`config.mk`:
```
export PLATFORM = sky130hd
export DESIGN_NAME = temp_monitor_flat
export DESIGN_NICKNAME = d
export VERILOG_FILES = /design/src/include/temp_mon_pkg.sv /design/src/include/temp_mon_if.sv /design/src/design/temp_monitor.sv /design/src/flat_wrapper.sv
export VERILOG_INCLUDE_DIRS = /design/src /design/src/include
export SDC_FILE = /design/constraint.sdc
export NUM_CORES = 1
export LEC_CHECK = 0
export ABC_CLOCK_PERIOD_IN_PS = 3200
export BUFFER_PORTS_ARGS = -buffer_cell sky130_fd_sc_hd__buf_2
export CAP_MARGIN = 20
export CORE_ASPECT_RATIO = 1.25
export CORE_MARGIN = 2
export CORE_UTILIZATION = 35
export DETAILED_ROUTE_END_ITERATION = 7
export PLACE_DENSITY = 0.58
export SKIP_CTS_REPAIR_TIMING = 1
export SLEW_MARGIN = 40
export SYNTH_ARGS = -nofsm -noshare
export SYNTH_HDL_FRONTEND = slang
export SYNTH_SLANG_ARGS = --single-unit
```
`constraint.sdc`:
```
create_clock -name clk_sys_in -period 3.2 [get_ports clk_sys_in]
set_clock_uncertainty 0.1 [all_clocks]
set_input_delay 0.16 -clock clk_sys_in [delete_from_list [all_inputs] [get_ports clk_sys_in]]
set_output_delay 0.16 -clock clk_sys_in [all_outputs]
set_load 0.01 [all_outputs]
```
`src/include/temp_mon_cfg.svh`:
```
// Register map, field positions, reset values and limits of the temperature monitor.
// Included by both ends, the checker and the bench; definitions only.
`ifndef TEMP_MON_CFG_SVH
`define TEMP_MON_CFG_SVH

`define ADDR_LOCAL_RESULT    8'h00
`define ADDR_REMOTE_UPPER    8'h01
`define ADDR_CONTROL_RD      8'h03
`define ADDR_CONTROL_WR      8'h09
`define ADDR_REMOTE_FRACTION 8'h10

`define RESET_RESULT         8'h00
`define RESET_CONTROL        8'h00
`define RESET_POINTER        8'h00

`define BIT_ALARM_SUPPRESS   7
`define BIT_STANDBY          6
`define BIT_PIN6_FUNCTION    5
`define BIT_RANGE_SELECT     2
`define CONTROL_USED_MASK    8'he4

`define TEMP_OFFSET          11'sh040
`define BINARY_MAX           11'sh07f
`define EXTENDED_MIN         11'sh7c0
`define EXTENDED_MAX         11'sh0bf

`endif

```
`src/include/temp_mon_pkg.sv`:
```
// Types shared by both ends of the temperature monitor register link.
// Assumes the cfg header is on the include path.
package temp_mon_pkg;
    typedef enum logic [1:0] {
        BUS_IDLE    = 2'b00,
        BUS_POINTER = 2'b01,
        BUS_DATA    = 2'b10
    } bus_state_t;
    typedef logic [7:0] reg_byte_t;
endpackage

```
`src/include/temp_mon_if.sv`:
```
// Byte-level register link between host controller and monitor.
// Assumes the serial bus framing is done outside; one byte per strobe.
`timescale 1ns/1ps
interface temp_mon_if;
    logic       start;      // Frame start pulse
    logic       stop;       // Frame end pulse
    logic       wr_valid;   // Write byte strobe
    logic [7:0] wr_byte;
    logic       rd_req;     // Read byte request pulse
    logic       rd_valid;   // Read byte answer pulse
    logic [7:0] rd_byte;
    modport monitor (input start, stop, wr_valid, wr_byte, rd_req,
                     output rd_valid, rd_byte);
    modport host    (output start, stop, wr_valid, wr_byte, rd_req,
                     input rd_valid, rd_byte);
endinterface

```
`src/design/temp_monitor.sv`:
```
// Result and control registers of a dual-channel temperature monitor.
// Assumes converter results arrive as signed whole/quarter degrees with a strobe.
//
// Functional notes
// Local result byte at 0x00, one degree.
// Remote result: upper 0x01, fraction 0x10.
// Fraction bits 7:6 quarter degrees, rest zero.
// Remote bytes not locked; host reads both.
// Control bit 2 selects extended range.
// New format from next conversion onward.
// Extended registers span -64 to +191.
// Shorted diode keeps last good remote result.
// Binary by default, offset 64 extended.
// Binary scale clamps to 0 and 127.
// Format change leaves limits; host rewrites.
// First write byte loads pointer; rest target.
// Pointer resets to 0x00.
// Results read-only, reset to 0x00.
// Control read 0x03, written 0x09, reset 0.
// Host avoids writing reserved control bits.
// Bit 7 masks alarm unless pin 6 second.
// Bit 6 halts converter in standby.
// Standby keeps bus and alarm outputs live.
// Bit 5 picks pin 6 function.
`timescale 1ns/1ps
`include "temp_mon_cfg.svh"
module temp_monitor
    import temp_mon_pkg::*;
(
    // Clock and reset
    input  wire logic        clk_sys_in,
    input  wire logic        rst_in,
    // Host register link
    temp_mon_if.monitor      bus,
    // Converter side
    input  wire logic        conv_valid_in,
    input  wire logic        conv_is_remote_in,
    input  wire logic [10:0] conv_temp_in,       // Signed degrees * 4
    input  wire logic        diode_short_in,
    // Comparator levels from the limit logic
    input  wire logic        alarm_event_in,
    input  wire logic        overtemp_high_in,
    // Outputs
    output logic             converter_run_out,
    output logic             range_extended_out,
    output logic             pin6_n_out,          // Open-drain: 0 pulls low
    output logic             pin6_oe_n_out,
    output logic             bus_rd_valid_out,
    output logic [7:0]       bus_rd_byte_out
);
    reg_byte_t  local_temp_result;
    reg_byte_t  remote_temp_result_upper;
    reg_byte_t  remote_temp_result_fraction;
    reg_byte_t  control;
    reg_byte_t  register_pointer;
    bus_state_t state;
    bus_state_t next_state;

    // Scale a signed quarter-degree value to the selected register format
    function automatic reg_byte_t scale_temp(input logic [10:0] q, input logic ext);
        logic signed [10:0] deg;
        deg = $signed(q) >>> 2;
        if (ext) begin
            if (deg < $signed(`EXTENDED_MIN)) deg = `EXTENDED_MIN;
            if (deg > $signed(`EXTENDED_MAX)) deg = `EXTENDED_MAX;
            deg = deg + `TEMP_OFFSET;
        end else begin
            if (deg < 11'sd0) deg = 11'sd0;
            if (deg > $signed(`BINARY_MAX)) deg = `BINARY_MAX;
        end
        return deg[7:0];
    endfunction

    // Whole degrees inside the band of the selected scale
    function automatic logic temp_in_band(input logic [10:0] q, input logic ext);
        logic signed [10:0] deg;
        deg = $signed(q) >>> 2;
        if (ext)
            return (deg >= $signed(`EXTENDED_MIN)) && (deg <= $signed(`EXTENDED_MAX));
        return (deg >= 11'sd0) && (deg <= $signed(`BINARY_MAX));
    endfunction

    wire       ext_now       = control[`BIT_RANGE_SELECT];
    wire       run           = ~control[`BIT_STANDBY];
    wire       take_result   = conv_valid_in & run;
    wire       take_remote   = take_result & conv_is_remote_in & ~diode_short_in;
    wire       take_local    = take_result & ~conv_is_remote_in;
    wire [7:0] next_whole    = scale_temp(conv_temp_in, ext_now);
    // Clamped values lose the fraction, so it is zeroed at the rails
    wire       in_band       = temp_in_band(conv_temp_in, ext_now);
    wire [7:0] next_fraction = in_band ? {conv_temp_in[1:0], 6'b000000} : 8'h00;

    // Pointer decode shared by the read and write paths
    wire       hit_local     = (register_pointer == `ADDR_LOCAL_RESULT);
    wire       hit_upper     = (register_pointer == `ADDR_REMOTE_UPPER);
    wire       hit_fraction  = (register_pointer == `ADDR_REMOTE_FRACTION);
    wire       hit_ctrl_rd   = (register_pointer == `ADDR_CONTROL_RD);
    wire       hit_ctrl_wr   = (register_pointer == `ADDR_CONTROL_WR);

    // Start and stop outrank a pointer byte in the same cycle; a data byte still lands
    wire       ptr_write     = bus.wr_valid & (state == BUS_POINTER) &
                               ~bus.start & ~bus.stop;
    wire       data_write    = bus.wr_valid & (state == BUS_DATA);
    wire       ctrl_write    = data_write & hit_ctrl_wr;
    wire [7:0] next_control  = bus.wr_byte & `CONTROL_USED_MASK;

    wire       pin6_second   = control[`BIT_PIN6_FUNCTION];
    wire       alarm_enabled = ~control[`BIT_ALARM_SUPPRESS];
    wire       next_pin6_low = pin6_second ? overtemp_high_in :
                               (alarm_event_in & alarm_enabled);

    // Write-only and unmapped addresses read back as zero
    wire [7:0] read_mux =
        hit_local    ? local_temp_result :
        hit_upper    ? remote_temp_result_upper :
        hit_fraction ? remote_temp_result_fraction :
        hit_ctrl_rd  ? control : 8'h00;
    wire [7:0] next_rd_byte  = bus.rd_req ? read_mux : bus_rd_byte_out;

    // Frame sequencing; a start always reopens the pointer phase
    always_comb begin
        next_state = state;
        unique case (state)
            BUS_IDLE:    next_state = BUS_IDLE;
            BUS_POINTER: if (bus.wr_valid) next_state = BUS_DATA;
            BUS_DATA:    next_state = BUS_DATA;
            default:     next_state = BUS_IDLE;
        endcase
        if (bus.stop)
            next_state = BUS_IDLE;
        if (bus.start)
            next_state = BUS_POINTER;
    end

    always_ff @(posedge clk_sys_in) begin
        if (rst_in)
            state <= BUS_IDLE;
        else
            state <= next_state;
    end

    // Results are converter-owned; host writes never reach them
    always_ff @(posedge clk_sys_in) begin
        if (rst_in)
            local_temp_result <= `RESET_RESULT;
        else if (take_local)
            local_temp_result <= next_whole;
    end

    // No lock between the remote bytes; the host reads them back to back
    always_ff @(posedge clk_sys_in) begin
        if (rst_in) begin
            remote_temp_result_upper    <= `RESET_RESULT;
            remote_temp_result_fraction <= `RESET_RESULT;
        end else if (take_remote) begin
            remote_temp_result_upper    <= next_whole;
            remote_temp_result_fraction <= next_fraction;
        end
    end

    always_ff @(posedge clk_sys_in) begin
        if (rst_in)
            register_pointer <= `RESET_POINTER;
        else if (ptr_write)
            register_pointer <= bus.wr_byte;
    end

    // Limits live outside this block, so a range change rewrites nothing else
    always_ff @(posedge clk_sys_in) begin
        if (rst_in)
            control <= `RESET_CONTROL;
        else if (ctrl_write)
            control <= next_control;
    end

    // Converter outputs follow the control register
    always_ff @(posedge clk_sys_in) begin
        if (rst_in) begin
            converter_run_out  <= 1'b1;
            range_extended_out <= 1'b0;
        end else begin
            converter_run_out  <= run;
            range_extended_out <= ext_now;
        end
    end

    // Open drain: data stays low, only the enable moves, standby included
    always_ff @(posedge clk_sys_in) begin
        if (rst_in) begin
            pin6_n_out    <= 1'b0;
            pin6_oe_n_out <= 1'b1;
        end else begin
            pin6_n_out    <= 1'b0;
            pin6_oe_n_out <= ~next_pin6_low;
        end
    end

    // Answer one cycle after the request; the byte holds until the next one
    always_ff @(posedge clk_sys_in) begin
        if (rst_in) begin
            bus_rd_valid_out <= 1'b0;
            bus_rd_byte_out  <= 8'h00;
        end else begin
            bus_rd_valid_out <= bus.rd_req;
            bus_rd_byte_out  <= next_rd_byte;
        end
    end

    assign bus.rd_valid = bus_rd_valid_out;
    assign bus.rd_byte  = bus_rd_byte_out;
endmodule // temp_monitor

```
`src/flat_wrapper.sv`:
```
// flat-port wrapper written by rule: the top's interface ports become plain ports
module temp_monitor_flat import temp_mon_pkg::*;
  (clk_sys_in, rst_in, conv_valid_in, conv_is_remote_in, conv_temp_in, diode_short_in, alarm_event_in, overtemp_high_in, converter_run_out, range_extended_out, pin6_n_out, pin6_oe_n_out, bus_rd_valid_out, bus_rd_byte_out, bus_start, bus_stop, bus_wr_valid, bus_wr_byte, bus_rd_req, bus_rd_valid, bus_rd_byte);
  temp_mon_if bus_i ();
  input  wire logic clk_sys_in;
  input  wire logic rst_in;
  input  wire logic conv_valid_in;
  input  wire logic conv_is_remote_in;
  input  wire logic [10:0] conv_temp_in;
  input  wire logic diode_short_in;
  input  wire logic alarm_event_in;
  input  wire logic overtemp_high_in;
  output logic converter_run_out;
  output logic range_extended_out;
  output logic pin6_n_out;
  output logic pin6_oe_n_out;
  output logic bus_rd_valid_out;
  output logic [7:0] bus_rd_byte_out;
  input wire logic [$bits(bus_i.start)-1:0] bus_start;
  input wire logic [$bits(bus_i.stop)-1:0] bus_stop;
  input wire logic [$bits(bus_i.wr_valid)-1:0] bus_wr_valid;
  input wire logic [$bits(bus_i.wr_byte)-1:0] bus_wr_byte;
  input wire logic [$bits(bus_i.rd_req)-1:0] bus_rd_req;
  output wire logic [$bits(bus_i.rd_valid)-1:0] bus_rd_valid;
  output wire logic [$bits(bus_i.rd_byte)-1:0] bus_rd_byte;
  assign bus_i.start = bus_start;
  assign bus_i.stop = bus_stop;
  assign bus_i.wr_valid = bus_wr_valid;
  assign bus_i.wr_byte = bus_wr_byte;
  assign bus_i.rd_req = bus_rd_req;
  assign bus_rd_valid = bus_i.rd_valid;
  assign bus_rd_byte = bus_i.rd_byte;
  temp_monitor u_core (.clk_sys_in(clk_sys_in), .rst_in(rst_in), .bus(bus_i), .conv_valid_in(conv_valid_in), .conv_is_remote_in(conv_is_remote_in), .conv_temp_in(conv_temp_in), .diode_short_in(diode_short_in), .alarm_event_in(alarm_event_in), .overtemp_high_in(overtemp_high_in), .converter_run_out(converter_run_out), .range_extended_out(range_extended_out), .pin6_n_out(pin6_n_out), .pin6_oe_n_out(pin6_oe_n_out), .bus_rd_valid_out(bus_rd_valid_out), .bus_rd_byte_out(bus_rd_byte_out));
endmodule
```
==> impl_results.html, run 1 <==
<table>
<tr><th>Metric</th><th>Value</th></tr>
<tr><th colspan="2">Run status</th></tr>
<tr><td>Result of the run</td><td>finished, final reports clean</td></tr>
<tr><th colspan="2">Finish</th></tr>
<tr><td>Diode insertion count for antenna repair</td><td>0</td></tr>
<tr><td>Share of the core filled with cells</td><td>a little over two fifths</td></tr>
<tr><td>Growth of design area from synthesis to finish</td><td>16.8%</td></tr>
<tr><td>Number of nets in the layout</td><td>344</td></tr>
<tr><td>Ratio of cells with drive above 1 in the final layout</td><td>21.5%</td></tr>
<tr><th colspan="2">Drt</th></tr>
<tr><td>DRT antenna net count</td><td>0</td></tr>
<tr><td>Drt via density</td><td>4.90</td></tr>
<tr><td>Remaining DRCs</td><td>0</td></tr>
<tr><td>Routed len/inst</td><td>~13 um</td></tr>
<tr><td>Violation count after the first detailed-routing iteration</td><td>slightly below 90</td></tr>
<tr><td>Total via count after detailed routing</td><td>approximately 1,900</td></tr>
<tr><td>Wirelength, routed</td><td>5070 um</td></tr>
<tr><td>Drt first pass iters</td><td>4</td></tr>
<tr><th colspan="2">STA</th></tr>
<tr><td>Worst hold slack</td><td>0.00414 ns</td></tr>
<tr><td>Slew headroom</td><td>45.5%</td></tr>
<tr><td>Actual slew at the worst max-slew pin</td><td>about 0.82 ns</td></tr>
<tr><td>Tmin final</td><td>approximately 1.9 ns</td></tr>
<tr><td>Number of setup violations in the final report</td><td>0</td></tr>
<tr><td>F_max</td><td>between 0.5 and 0.6 GHz</td></tr>
<tr><td>Number of max-slew violations in the final report</td><td>0</td></tr>
<tr><td>Fraction of the cycle the final worst path needs</td><td>58.7%</td></tr>
<tr><td>Total negative slack for setup checks</td><td>0 ns</td></tr>
<tr><td>Setup repair after global routing missed its margin</td><td>false</td></tr>
<tr><td>Final Hold Fails</td><td>0</td></tr>
<tr><th colspan="2">Critical path</th></tr>
<tr><td>Element type at the critical path end</td><td>flip-flop</td></tr>
<tr><td>Category of the most critical setup path</td><td>in -&gt; reg</td></tr>
<tr><td>RR Startpoint</td><td>u_core.state[0]</td></tr>
<tr><td>Max FO, Critical Path</td><td>13</td></tr>
<tr><td>Data required time at the worst endpoint</td><td>between 3 and 4 ns</td></tr>
<tr><td>Critical Path Source</td><td>conv_temp_in[9]</td></tr>
<tr><td>Category of the worst setup path launch point</td><td>primary input</td></tr>
<tr><td>CP Data Arrival Time</td><td>between 1.5 and 2 ns</td></tr>
<tr><th colspan="2">Place</th></tr>
<tr><td>Final weighted congestion of routability-driven global placement</td><td>0.819</td></tr>
<tr><td>HPWL after detailed placement</td><td>3650 um</td></tr>
<tr><td>Number of buffers inserted by port buffering</td><td>50</td></tr>
<tr><th colspan="2">Power</th></tr>
<tr><td>Static Leakage</td><td>0.987 nW</td></tr>
<tr><td>Max IR drop VDD</td><td>0.160 mV</td></tr>
<tr><td>P per Cell Area</td><td>around 420 nW/um^2</td></tr>
<tr><th colspan="2">Global route</th></tr>
<tr><td>Overall overflow remaining after global route</td><td>0</td></tr>
<tr><td>Overall global routing resource usage</td><td>about 15%</td></tr>
<tr><td>Pin count of the biggest net entering global routing</td><td>45</td></tr>
<tr><td>Via count of the first global-routing pass</td><td>roughly 1,800</td></tr>
<tr><td>Global-route wire length before repair</td><td>roughly 8200 um</td></tr>
<tr><td>Number of antenna violations at the first check in global routing</td><td>0</td></tr>
<tr><th colspan="2">Synthesis</th></tr>
<tr><td>Nets in the synthesized netlist</td><td>between 300 and 400</td></tr>
<tr><td>Netlist Area Pre-Place</td><td>2170 sq um</td></tr>
<tr><td>Synth warn</td><td>0</td></tr>
<tr><td>Count of unique library cells instantiated by Yosys</td><td>38</td></tr>
<tr><td>Synthesized flop and latch total</td><td>44</td></tr>
<tr><td>Mapped Cells</td><td>275</td></tr>
<tr><td>Post-synthesis area per instance</td><td>7.88 sq um</td></tr>
<tr><td>Sequential element share of the synthesized area</td><td>40.6%</td></tr>
<tr><th colspan="2">CTS</th></tr>
<tr><td>Root cell of the clock tree</td><td>sky130_fd_sc_hd__clkbuf_8</td></tr>
<tr><td>Latest clock arrival within the worst-skew pair</td><td>0.29 ns</td></tr>
<tr><td>Count of H-tree levels built during CTS</td><td>2</td></tr>
<tr><td>Maximum clock insertion buffer count</td><td>2</td></tr>
<tr><td>Clock transition at the registers of the reported paths</td><td>0.08 ns</td></tr>
<tr><td>Number of clock sinks</td><td>44</td></tr>
<tr><td>Num CTS Buffers</td><td>5</td></tr>
<tr><td>CTS tree</td><td>done</td></tr>
<tr><th colspan="2">Floorplan</th></tr>
<tr><td>Core Footprint</td><td>between 6000 and 7000 sq um</td></tr>
<tr><td>Chip Height</td><td>92 um</td></tr>
<tr><td>Number of rows in the core area</td><td>32</td></tr>
<tr><td>Number of placed I/O pins</td><td>between 50 and 60</td></tr>
<tr><td>Initial Utilization</td><td>between 30% and 40%</td></tr>
<tr><td>Overall die area</td><td>6840 sq um</td></tr>
<tr><td>Horiz. Die Dim</td><td>around 74 um</td></tr>
<tr><th colspan="2">Job</th></tr>
<tr><td>Max Cap Violations</td><td>0</td></tr>
<tr><th colspan="2">Hold path</th></tr>
<tr><td>HP Start</td><td>bus_wr_byte[3]</td></tr>
<tr><td>Type of the most critical hold path</td><td>in -&gt; reg</td></tr>
</table>
path summary, 6_finish.rpt:
kind,endpoint,slack (ns),cells past startpoint
max,u_core.local_temp_result[1],1.32,7
min,u_core.register_pointer[3],0.004,3
max reg2reg,u_core.state[1],1.35,6
min reg2reg,u_core.register_pointer[7],0.36,2
per-stage QoR:
| step | total power [mW] | worst slack, ns | area [sq um] | std cells |
|---|---|---|---|---|
| finish | 1.07 | 1.32 | 2530 | 397 |
| global placement | 0.720 | 1.11 | 2400 | 385 |
| detailed placement | 0.722 | 1.02 | 2400 | 385 |
| CTS | 1.08 | 1.33 | 2490 | 393 |
| global route | 1.12 | 1.16 | 2530 | 397 |
| floorplan | 0.678 | 1.40 | 2170 | 275 |
layout make-up:
cell class                      count  area [sq um]
Timing Repair Buffer               57           313
Multi-Input combinational cell    198          1120
Clock buffer                        8          90.1
Tap cell                           85           106
Sequential cell                    44           881
Inverter                            5          18.8
Fill cell                         660          3550
synthesized netlist by cell type, drive strengths merged:
master	count	share of area, %
nor3	20	4.6
o21ai	4	0.92
nand4b	3	1.2
or3b	1	0.40
o31ai	2	0.69
o21a	1	0.35
nor2b	9	2.6
a31oi	1	0.29
a21oi	20	4.6
or4	1	0.52
o2bb2ai	2	0.81
nand3	4	0.92
conb	1	0.17
or2	1	0.29
buf	12	3.9
a22o	2	0.81
nor4	18	5.9
and3	1	0.29
a22oi	1	0.35
ha	3	1.7
a2111oi	2	0.92
nor2	47	8.1
o31a	1	0.40
dfxtp	44	41
nand4bb	1	0.52
nand2b	5	1.4
a211oi	2	0.69
clkbuf	16	2.8
a41oi	1	0.40
nand2	28	4.8
mux2	4	2.1
nor4bb	1	0.46
inv	5	0.87
mux2i	6	2.8
nor3b	5	1.7
kinds of logic after synthesis:
logic type	after synthesis	share of synthesized area (%)
AOI/OAI and AO/OA	39	11.3
adders and majority gates	3	1.73
buffers and inverters	33	7.50
other	1	0.173
muxes	10	4.85
and+or+nand+nor	145	33.9
DFF	44	40.6
report_power, final:
| group | leakage [nW] | switching, mW | total, mW | internal (mW) |
|---|---|---|---|---|
| Clock | 0.0455 | 0.177 | 0.353 | 0.176 |
| Sequential | 0.358 | 0.0115 | 0.577 | 0.566 |
| Combinational | 0.583 | 0.0778 | 0.136 | 0.0584 |
placed cells by master, fill, tap and decap left out, types with 5 or more instances in the layout:
| cell | count |
|---|---|
| sky130_fd_sc_hd__inv_1 | 5 |
| sky130_fd_sc_hd__dfxtp_1 | 44 |
| sky130_fd_sc_hd__nor2b_1 | 9 |
| sky130_fd_sc_hd__a21oi_1 | 20 |
| sky130_fd_sc_hd__mux2i_1 | 6 |
| sky130_fd_sc_hd__nor3b_1 | 5 |
| sky130_fd_sc_hd__clkbuf_8 | 6 |
| sky130_fd_sc_hd__nor4_1 | 17 |
| sky130_fd_sc_hd__nor3_1 | 20 |
| sky130_fd_sc_hd__nand2_1 | 28 |
| sky130_fd_sc_hd__nand2b_1 | 5 |
| sky130_fd_sc_hd__buf_2 | 50 |
| sky130_fd_sc_hd__nor2_1 | 47 |
registers in the layout (all words and copies together), names as in the netlist:
| register | flops |
|---|---|
| u_core.remote_temp_result_fraction | 2 |
| u_core.local_temp_result | 8 |
| u_core.control | 4 |
| u_core.register_pointer | 8 |
| u_core.converter_run_out | 1 |
| u_core.bus.rd_byte | 8 |
| u_core.range_extended_out | 1 |
| u_core.remote_temp_result_upper | 8 |
| u_core.state | 2 |
| u_core.pin6_oe_n_out | 1 |
| u_core.bus.rd_valid | 1 |
metal layers:
layer	vias to the layer above	part of all wire (%)	GRT usage, %
li1	1018	-	-
met1	873	48	20.3
met2	47	47	23.9
met3	6	3.9	2.64
met4	0	1.3	4.91
met5	-	0	0
worst max-delay path, stage by stage:
cell and delay (ns):
sky130_fd_sc_hd__buf_2 0.21, sky130_fd_sc_hd__nand3_1 0.11, sky130_fd_sc_hd__ha_1 0.46, sky130_fd_sc_hd__a21oi_1 0.10, sky130_fd_sc_hd__nor2_1 0.61, sky130_fd_sc_hd__nor4_1 0.15
sky130_fd_sc_hd__nor3_1 0.20
(Power assumes the default switching activity.)
==> run 2, diff against run 1 <==
- ABC_AREA: unset -> 1
- ABC_CLOCK_PERIOD_IN_PS: 3200 -> 1900
- clock period: 3.2 -> 1.9 ns (I/O delays scaled with it)
==> run 2 against run 1 <==
Highest routed layer unchanged. Clock-buffer cell count is 3 lower. Critical path type unchanged. Sequential power rose by 70%. The flow now finishes with violations (negative hold slack). Non-clock buffer count rose by 5. Routed wire length shrank 2.1%. Critical endpoint is now u_core.register_pointer[0]. Area after synthesis increased by 3.2%. Register-to-register slack worse by 0.96 ns. Sequential cell count unchanged. Setup slack got worse by 0.94 ns. Die area grew 3.0%. Global-route usage increased by 0.40 points. Critical path depth decreased by 1.
==> impl_results.html, run 2 <==
<table>
<tr><th>Metric</th><th>Value</th></tr>
<tr><th colspan="2">Critical path</th></tr>
<tr><td>Max FO, Critical Path</td><td>16</td></tr>
<tr><td>Element type at the critical path end</td><td>flip-flop</td></tr>
<tr><td>Critical Path Slowest Stage Cell</td><td>sky130_fd_sc_hd__dlygate4sd3_1</td></tr>
<tr><td>Data required time at the worst endpoint</td><td>1.99 ns</td></tr>
<tr><td>Number of cell instances on the worst register-to-register path</td><td>5</td></tr>
<tr><td>CP Data Arrival Time</td><td>1.61 ns</td></tr>
<tr><td>Worst path cell trace</td><td>dlygate4sd3_1, buf_2, nor2_1, nand3_1, o21ai_0, a21oi_1</td></tr>
<tr><td>Delay of the slowest cell on the worst path</td><td>0.53 ns</td></tr>
<tr><td>Number of buffer and inverter instances along the worst setup path</td><td>2</td></tr>
<tr><td>Cell family contributing the most delay on the critical path</td><td>buffers and inverters</td></tr>
<tr><td>Category of the worst setup path launch point</td><td>primary input</td></tr>
<tr><td>CP Depth</td><td>6</td></tr>
<tr><td>Category of the most critical setup path</td><td>in -&gt; reg</td></tr>
<tr><th colspan="2">Run status</th></tr>
<tr><td>Failing checks</td><td>negative hold slack</td></tr>
<tr><td>Result of the run</td><td>finished with violations</td></tr>
<tr><th colspan="2">Synthesis</th></tr>
<tr><td>Cell types with the largest area share after synthesis</td><td>sky130_fd_sc_hd__dfxtp_1, sky130_fd_sc_hd__o21ai_0, sky130_fd_sc_hd__nand2_1</td></tr>
<tr><td>Synth async-reset ratio</td><td>0%</td></tr>
<tr><td>Synth warn</td><td>0</td></tr>
<tr><td>Mapped Cells</td><td>around 320</td></tr>
<tr><td>Most frequent cell after synthesis</td><td>sky130_fd_sc_hd__nand2_1</td></tr>
<tr><td>Number of enable flip-flop cells after synthesis</td><td>0</td></tr>
<tr><td>Area share of the largest cell type after synthesis</td><td>39.4%</td></tr>
<tr><td>Cell taking the most area after synthesis</td><td>sky130_fd_sc_hd__dfxtp_1</td></tr>
<tr><td>Count of unique library cells instantiated by Yosys</td><td>27</td></tr>
<tr><td>Post-synth top cells</td><td>sky130_fd_sc_hd__nand2_1, sky130_fd_sc_hd__inv_1, sky130_fd_sc_hd__o21ai_0</td></tr>
<tr><td>Most used DFF post-synth</td><td>sky130_fd_sc_hd__dfxtp_1</td></tr>
<tr><td>Netlist Area Pre-Place</td><td>2240 sq um</td></tr>
<tr><td>Post-synthesis area per instance</td><td>6.93 sq um</td></tr>
<tr><td>Synthesized flop and latch total</td><td>44</td></tr>
<tr><td>Sequential element share of the synthesized area</td><td>39.4%</td></tr>
<tr><td>Nets in the synthesized netlist</td><td>between 300 and 400</td></tr>
<tr><th colspan="2">Hold path</th></tr>
<tr><td>Cell depth of the worst min-delay path</td><td>4</td></tr>
<tr><td>Type of the most critical hold path</td><td>in -&gt; reg</td></tr>
<tr><th colspan="2">Floorplan</th></tr>
<tr><td>Core Footprint</td><td>6170 sq um</td></tr>
<tr><td>Number of rows in the core area</td><td>32</td></tr>
<tr><td>Number of placed I/O pins</td><td>52</td></tr>
<tr><td>Overall die area</td><td>between 7000 and 8000 sq um</td></tr>
<tr><td>Chip Height</td><td>around 93 um</td></tr>
<tr><td>Horiz. Die Dim</td><td>75.5 um</td></tr>
<tr><td>Initial Utilization</td><td>a little over a third</td></tr>
<tr><th colspan="2">STA</th></tr>
<tr><td>Total negative slack for setup checks</td><td>0 ns</td></tr>
<tr><td>Setup repair after global routing missed its margin</td><td>false</td></tr>
<tr><td>Worst hold slack</td><td>-0.0175 ns</td></tr>
<tr><td>Number of max-slew violations in the final report</td><td>0</td></tr>
<tr><td>Tmin final</td><td>1.52 ns</td></tr>
<tr><td>Fraction of the cycle the final worst path needs</td><td>around 80%</td></tr>
<tr><td>Post-route setup slack</td><td>0.378 ns</td></tr>
<tr><td>Final Hold Fails</td><td>7</td></tr>
<tr><td>Number of setup violations in the final report</td><td>0</td></tr>
<tr><td>F_max</td><td>0.657 GHz</td></tr>
<tr><th colspan="2">Finish</th></tr>
<tr><td>Fillcell total</td><td>688</td></tr>
<tr><td>Ratio of cells with drive above 1 in the final layout</td><td>21.2%</td></tr>
<tr><td>Number of nets in the layout</td><td>404</td></tr>
<tr><td>Commonest non-fill, non-tap cell in the layout</td><td>sky130_fd_sc_hd__nand2_1</td></tr>
<tr><td>Share of the core filled with cells</td><td>a little over two fifths</td></tr>
<tr><td>Diode insertion count for antenna repair</td><td>0</td></tr>
<tr><td>Area used by multi-input combinational logic</td><td>1000 sq um</td></tr>
<tr><td>Final instance count without filler cells</td><td>457</td></tr>
<tr><td>Storage element area</td><td>881 sq um</td></tr>
<tr><td>Most frequent cells in the layout</td><td>sky130_fd_sc_hd__nand2_1, sky130_fd_sc_hd__buf_2, sky130_fd_sc_hd__inv_1, sky130_fd_sc_hd__o21ai_0, sky130_fd_sc_hd__dfxtp_1</td></tr>
<tr><td>Summed area of non-filler cells in the final layout</td><td>2650 sq um</td></tr>
<tr><td>Growth of design area from synthesis to finish</td><td>18.4%</td></tr>
<tr><th colspan="2">Drt</th></tr>
<tr><td>Drt first pass iters</td><td>4</td></tr>
<tr><td>Total via count after detailed routing</td><td>just over 2,000</td></tr>
<tr><td>Drt via density</td><td>4.49</td></tr>
<tr><td>Wirelength, routed</td><td>4960 um</td></tr>
<tr><td>DRT antenna net count</td><td>0</td></tr>
<tr><td>Routed len/inst</td><td>10.9 um</td></tr>
<tr><td>Remaining DRCs</td><td>0</td></tr>
<tr><td>Violation count after the first detailed-routing iteration</td><td>80</td></tr>
<tr><th colspan="2">CTS</th></tr>
<tr><td>Clock transition at the registers of the reported paths</td><td>0.09 ns</td></tr>
<tr><td>Count of H-tree levels built during CTS</td><td>2</td></tr>
<tr><td>Number of clock sinks</td><td>44</td></tr>
<tr><td>CTS tree</td><td>done</td></tr>
<tr><td>Root cell of the clock tree</td><td>sky130_fd_sc_hd__clkbuf_8</td></tr>
<tr><td>Maximum clock insertion buffer count</td><td>2</td></tr>
<tr><td>Latest clock arrival within the worst-skew pair</td><td>between 0.3 and 0.4 ns</td></tr>
<tr><td>Num CTS Buffers</td><td>5</td></tr>
<tr><th colspan="2">Global route</th></tr>
<tr><td>Overall overflow remaining after global route</td><td>0</td></tr>
<tr><td>Global-route wire length before repair</td><td>about 8300 um</td></tr>
<tr><td>Overall global routing resource usage</td><td>15.4%</td></tr>
<tr><td>Most congested layer reported by global routing</td><td>met2</td></tr>
<tr><td>Pin count of the biggest net entering global routing</td><td>19</td></tr>
<tr><td>Met1 track demand over resource in global routing</td><td>a little over a fifth</td></tr>
<tr><td>Via count of the first global-routing pass</td><td>1,851</td></tr>
<tr><td>Met3 global-route usage</td><td>3.34%</td></tr>
<tr><td>Global routing met2 resource utilization</td><td>23.8%</td></tr>
<tr><td>Number of antenna violations at the first check in global routing</td><td>0</td></tr>
<tr><th colspan="2">Place</th></tr>
<tr><td>Pre-CTS setup slack</td><td>~0.12 ns</td></tr>
<tr><td>Final weighted congestion of routability-driven global placement</td><td>0.822</td></tr>
<tr><td>HPWL after detailed placement</td><td>roughly 3800 um</td></tr>
<tr><td>Number of buffers inserted by port buffering</td><td>50</td></tr>
<tr><td>Area of placed instances</td><td>between 2000 and 2500 sq um</td></tr>
<tr><td># placed instances</td><td>between 400 and 500</td></tr>
<tr><th colspan="2">Power</th></tr>
<tr><td>P per Cell Area</td><td>719 nW/um^2</td></tr>
<tr><td>Static Leakage</td><td>approximately 1.3 nW</td></tr>
<tr><td>Max IR drop VDD</td><td>0.262 mV</td></tr>
<tr><th colspan="2">Job</th></tr>
<tr><td>Max Cap Violations</td><td>0</td></tr>
</table>
run 2: cell type report:
type / count / share of cell area (%)
clock buffer: 5 / 2.60
sequential: 44 / 33.3
clock inverter: 3 / 0.992
tap: 85 / 4.02
multi-input combinational: 204 / 37.9
inverter: 54 / 7.65
timing repair buffer: 62 / 13.6
run 2: path summary, 6_finish.rpt:
path,from,to,slack [ns]
hold / removal,alarm_event_in,u_core.pin6_oe_n_out,-0.02
setup reg to reg,u_core.state[1],u_core.register_pointer[0],0.39
setup / recovery,bus_start,u_core.register_pointer[0],0.38
hold reg to reg,u_core.control[6],u_core.converter_run_out,0.33
run 2: logic make-up after synthesis:
family	after synthesis	share of synthesized area, %
flip-flops	44	39.4
other	1	0.168
adder cells (fa/ha/maj)	3	1.68
buffers and inverters	75	15.8
AO/OA/AOI/OAI	92	21.8
AND/OR/NAND/NOR	108	21.2
run 2: stage by stage:
| stage | hold WS (ns) | power (mW) |
|---|---|---|
| global route | 0.00352 | 2.01 |
| floorplan | 0.0954 | 1.20 |
| finish | -0.0175 | 1.91 |
| detailed placement | 0.189 | 1.28 |
| CTS | -0.141 | 1.91 |
| global placement | 0.191 | 1.28 |
run 2: where the power goes:
group          total (mW)  switching (mW)  leakage [nW]  internal, mW
sequential          0.981          0.0197         0.359         0.962
combinational       0.287           0.170         0.936         0.117
clock               0.637           0.366        0.0491         0.271
total                1.91           0.555          1.34          1.35
run 2: per-layer routing:
| metal | up-vias | wire length [um] |
|---|---|---|
| met5 | - | 0 |
| met4 | 0 | 85 |
| met3 | 5 | 185 |
| met2 | 43 | 2270 |
| met1 | 888 | 2420 |
| li1 | 1115 | - |
run 2: worst min-delay path, delay by kind of cell:
family | cells | cell delay [ns]
AND/OR/NAND/NOR | 1 | 0.06
buffers and inverters | 1 | 0.10
AO/OA/AOI/OAI | 2 | 0.11
==> run 3, diff against run 2 <==
- ABC_CLOCK_PERIOD_IN_PS: 1900 -> 1470
- clock period: 1.9 -> 1.47 ns (I/O delays scaled with it)
==> run 3 against run 2 <==
The flow still finishes with violations (negative hold slack). Sequential power is 29% higher. Setup slack worse by 0.27 ns. Utilization is 2.6 points higher. Sequential cell count stayed put. Critical endpoint is now u_core.bus.rd_byte[1].
==> impl_results.html, run 3 (synthesis gave the netlist of run 2 again) <==
<table>
<tr><th>Metric</th><th>Value</th></tr>
<tr><th colspan="2">Hold path</th></tr>
<tr><td>End point of the worst hold path</td><td>u_core.control[5]</td></tr>
<tr><td>Type of the most critical hold path</td><td>in -&gt; reg</td></tr>
<tr><td>HP Start</td><td>bus_wr_byte[5]</td></tr>
<tr><td>Cell depth of the worst min-delay path</td><td>3</td></tr>
<tr><th colspan="2">STA</th></tr>
<tr><td>Post-route setup slack</td><td>0.107 ns</td></tr>
<tr><td>F_max</td><td>~0.73 GHz</td></tr>
<tr><td>Worst hold slack</td><td>-0.0422 ns</td></tr>
<tr><td>Tmin final</td><td>roughly 1.4 ns</td></tr>
<tr><td>Fraction of the cycle the final worst path needs</td><td>92.7%</td></tr>
<tr><td>Number of setup violations in the final report</td><td>0</td></tr>
<tr><td>Number of max-slew violations in the final report</td><td>0</td></tr>
<tr><td>Total negative slack for setup checks</td><td>0 ns</td></tr>
<tr><td>Final Hold Fails</td><td>5</td></tr>
<tr><th colspan="2">Global route</th></tr>
<tr><td>Overall overflow remaining after global route</td><td>0</td></tr>
<tr><td>Global-route wire length before repair</td><td>around 8700 um</td></tr>
<tr><td>Number of antenna violations at the first check in global routing</td><td>0</td></tr>
<tr><td>Pin count of the biggest net entering global routing</td><td>27</td></tr>
<tr><td>Via count of the first global-routing pass</td><td>about 2,000</td></tr>
<tr><td>Overall global routing resource usage</td><td>15.6%</td></tr>
<tr><th colspan="2">Power</th></tr>
<tr><td>Max IR drop VDD</td><td>around 0.34 mV</td></tr>
<tr><td>P per Cell Area</td><td>~930 nW/um^2</td></tr>
<tr><td>Static Leakage</td><td>1.41 nW</td></tr>
<tr><td>Final total power</td><td>2.60 mW</td></tr>
<tr><th colspan="2">CTS</th></tr>
<tr><td>Clock transition at the registers of the reported paths</td><td>0.09 ns</td></tr>
<tr><td>CTS tree</td><td>done</td></tr>
<tr><td>Root cell of the clock tree</td><td>sky130_fd_sc_hd__clkbuf_8</td></tr>
<tr><td>Num CTS Buffers</td><td>5</td></tr>
<tr><td>Latest clock arrival within the worst-skew pair</td><td>0.29 ns</td></tr>
<tr><td>Count of H-tree levels built during CTS</td><td>2</td></tr>
<tr><td>Number of clock sinks</td><td>44</td></tr>
<tr><td>Maximum clock insertion buffer count</td><td>2</td></tr>
<tr><th colspan="2">Floorplan</th></tr>
<tr><td>Number of placed I/O pins</td><td>52</td></tr>
<tr><td>Number of rows in the core area</td><td>32</td></tr>
<tr><td>Initial Utilization</td><td>~36%</td></tr>
<tr><td>Chip Height</td><td>between 90 and 100 um</td></tr>
<tr><td>Core Footprint</td><td>6170 sq um</td></tr>
<tr><td>Horiz. Die Dim</td><td>roughly 76 um</td></tr>
<tr><td>Overall die area</td><td>7050 sq um</td></tr>
<tr><th colspan="2">Drt</th></tr>
<tr><td>Violation count after the first detailed-routing iteration</td><td>91</td></tr>
<tr><td>Drt via density</td><td>4.50</td></tr>
<tr><td>DRT antenna net count</td><td>0</td></tr>
<tr><td>Total via count after detailed routing</td><td>2,117</td></tr>
<tr><td>Remaining DRCs</td><td>0</td></tr>
<tr><td>Routed len/inst</td><td>11.0 um</td></tr>
<tr><td>Wirelength, routed</td><td>5180 um</td></tr>
<tr><td>Drt first pass iters</td><td>4</td></tr>
<tr><th colspan="2">Run status</th></tr>
<tr><td>Failing checks</td><td>negative hold slack</td></tr>
<tr><td>Result of the run</td><td>finished with violations</td></tr>
<tr><th colspan="2">Critical path</th></tr>
<tr><td>Cell seen most often among critical-path stages</td><td>sky130_fd_sc_hd__inv_1</td></tr>
<tr><td>Cell family contributing the most delay on the critical path</td><td>simple AND/OR/NAND/NOR gates</td></tr>
<tr><td>RR Startpoint</td><td>u_core.register_pointer[4]</td></tr>
<tr><td>Category of the worst setup path launch point</td><td>flip-flop</td></tr>
<tr><td>Category of the most critical setup path</td><td>reg -&gt; reg</td></tr>
<tr><td>Reg-to-reg setup timing slack</td><td>~0.11 ns</td></tr>
<tr><td>Number of cell instances on the worst register-to-register path</td><td>8</td></tr>
<tr><td>Data required time at the worst endpoint</td><td>1.62 ns</td></tr>
<tr><td>Delay of the slowest cell on the worst path</td><td>0.32 ns</td></tr>
<tr><td>Critical Path Slowest Stage Cell</td><td>sky130_fd_sc_hd__dfxtp_1</td></tr>
<tr><td>Worst path cell trace</td><td>inv_1, nand2_2, nor2_4, buf_4, and2_4, nand2_1, a21o_1, inv_1</td></tr>
<tr><td>CP Data Arrival Time</td><td>1.51 ns</td></tr>
<tr><td>Max FO, Critical Path</td><td>4</td></tr>
<tr><td>Element type at the critical path end</td><td>flip-flop</td></tr>
<tr><td>Number of buffer and inverter instances along the worst setup path</td><td>3</td></tr>
<tr><td>End of the worst register-to-register path</td><td>u_core.bus.rd_byte[1]</td></tr>
<tr><th colspan="2">Place</th></tr>
<tr><td># placed instances</td><td>450</td></tr>
<tr><td>Final weighted congestion of routability-driven global placement</td><td>0.806</td></tr>
<tr><td>HPWL after detailed placement</td><td>3840 um</td></tr>
<tr><td>Number of buffers inserted by port buffering</td><td>50</td></tr>
<tr><td>Pre-CTS setup slack</td><td>-0.0855 ns</td></tr>
<tr><th colspan="2">Job</th></tr>
<tr><td>Max Cap Violations</td><td>0</td></tr>
<tr><th colspan="2">Finish</th></tr>
<tr><td>Diode insertion count for antenna repair</td><td>0</td></tr>
<tr><td>Ratio of cells with drive above 1 in the final layout</td><td>between 20% and 30%</td></tr>
<tr><td>Share of the core filled with cells</td><td>between 40 and 50%</td></tr>
<tr><td>Growth of design area from synthesis to finish</td><td>25.4%</td></tr>
<tr><td>Final instance count without filler cells</td><td>470</td></tr>
<tr><td>Most frequent cells in the layout</td><td>sky130_fd_sc_hd__nand2_1, sky130_fd_sc_hd__buf_2, sky130_fd_sc_hd__inv_1, sky130_fd_sc_hd__o21ai_0, sky130_fd_sc_hd__dfxtp_1</td></tr>
<tr><td>Number of nets in the layout</td><td>417</td></tr>
</table>
## run 3: where the power goes
| group | leakage [nW] | internal, mW | switching, mW |
|---|---|---|---|
| clock network | 0.0541 | 0.503 | 0.419 |
| logic | 0.998 | 0.180 | 0.231 |
| registers | 0.359 | 1.24 | 0.0257 |
| total | 1.41 | 1.93 | 0.676 |
## run 3: tightest hold or removal path, cell delays in order
cell and delay [ns]:
sky130_fd_sc_hd__buf_2 0.09, sky130_fd_sc_hd__o21ai_1 0.06, sky130_fd_sc_hd__a21oi_1 0.09
## run 3: worst max-delay path by stage
stage                          startpoint                          end  slack [ns]  depth (start not counted)
2_1_floorplan             conv_temp_in[9]  u_core.local_temp_result[5]        0.05                         13
3_3_place_gp              conv_temp_in[9]  u_core.local_temp_result[2]       -0.01                         13
3_5_place_dp              conv_temp_in[9]  u_core.local_temp_result[2]       -0.09                         13
4_1_cts                   u_core.state[1]   u_core.register_pointer[0]        0.02                          5
5_1_grt        u_core.register_pointer[4]        u_core.bus.rd_byte[0]      -0.007                          8
6_report       u_core.register_pointer[4]        u_core.bus.rd_byte[1]        0.11                          8
## run 3: cell type report
cell class,count,area [sq um]
clock buffers,5,68.8
clock inverters,3,42.5
fillers,691,3360
inverters,54,203
multi-input cells,204,1040
flip-flops and latches,44,881
well taps,85,106
repair buffers,75,469
## run 3: layer usage
metal	routed length [um]	global-route usage [%]
met5	0	0
met4	74	5.41
met3	230	2.37
met2	2470	25.2
met1	2410	20.7
## run 3: metrics by stage
stage | hold slack, ns | cell area (sq um)
after floorplan | 0.0739 | 2250
after global placement | 0.170 | 2550
after detailed placement | 0.179 | 2550
after CTS | -0.139 | 2670
after global routing | 0.0000276 | 2810
final | -0.0422 | 2810
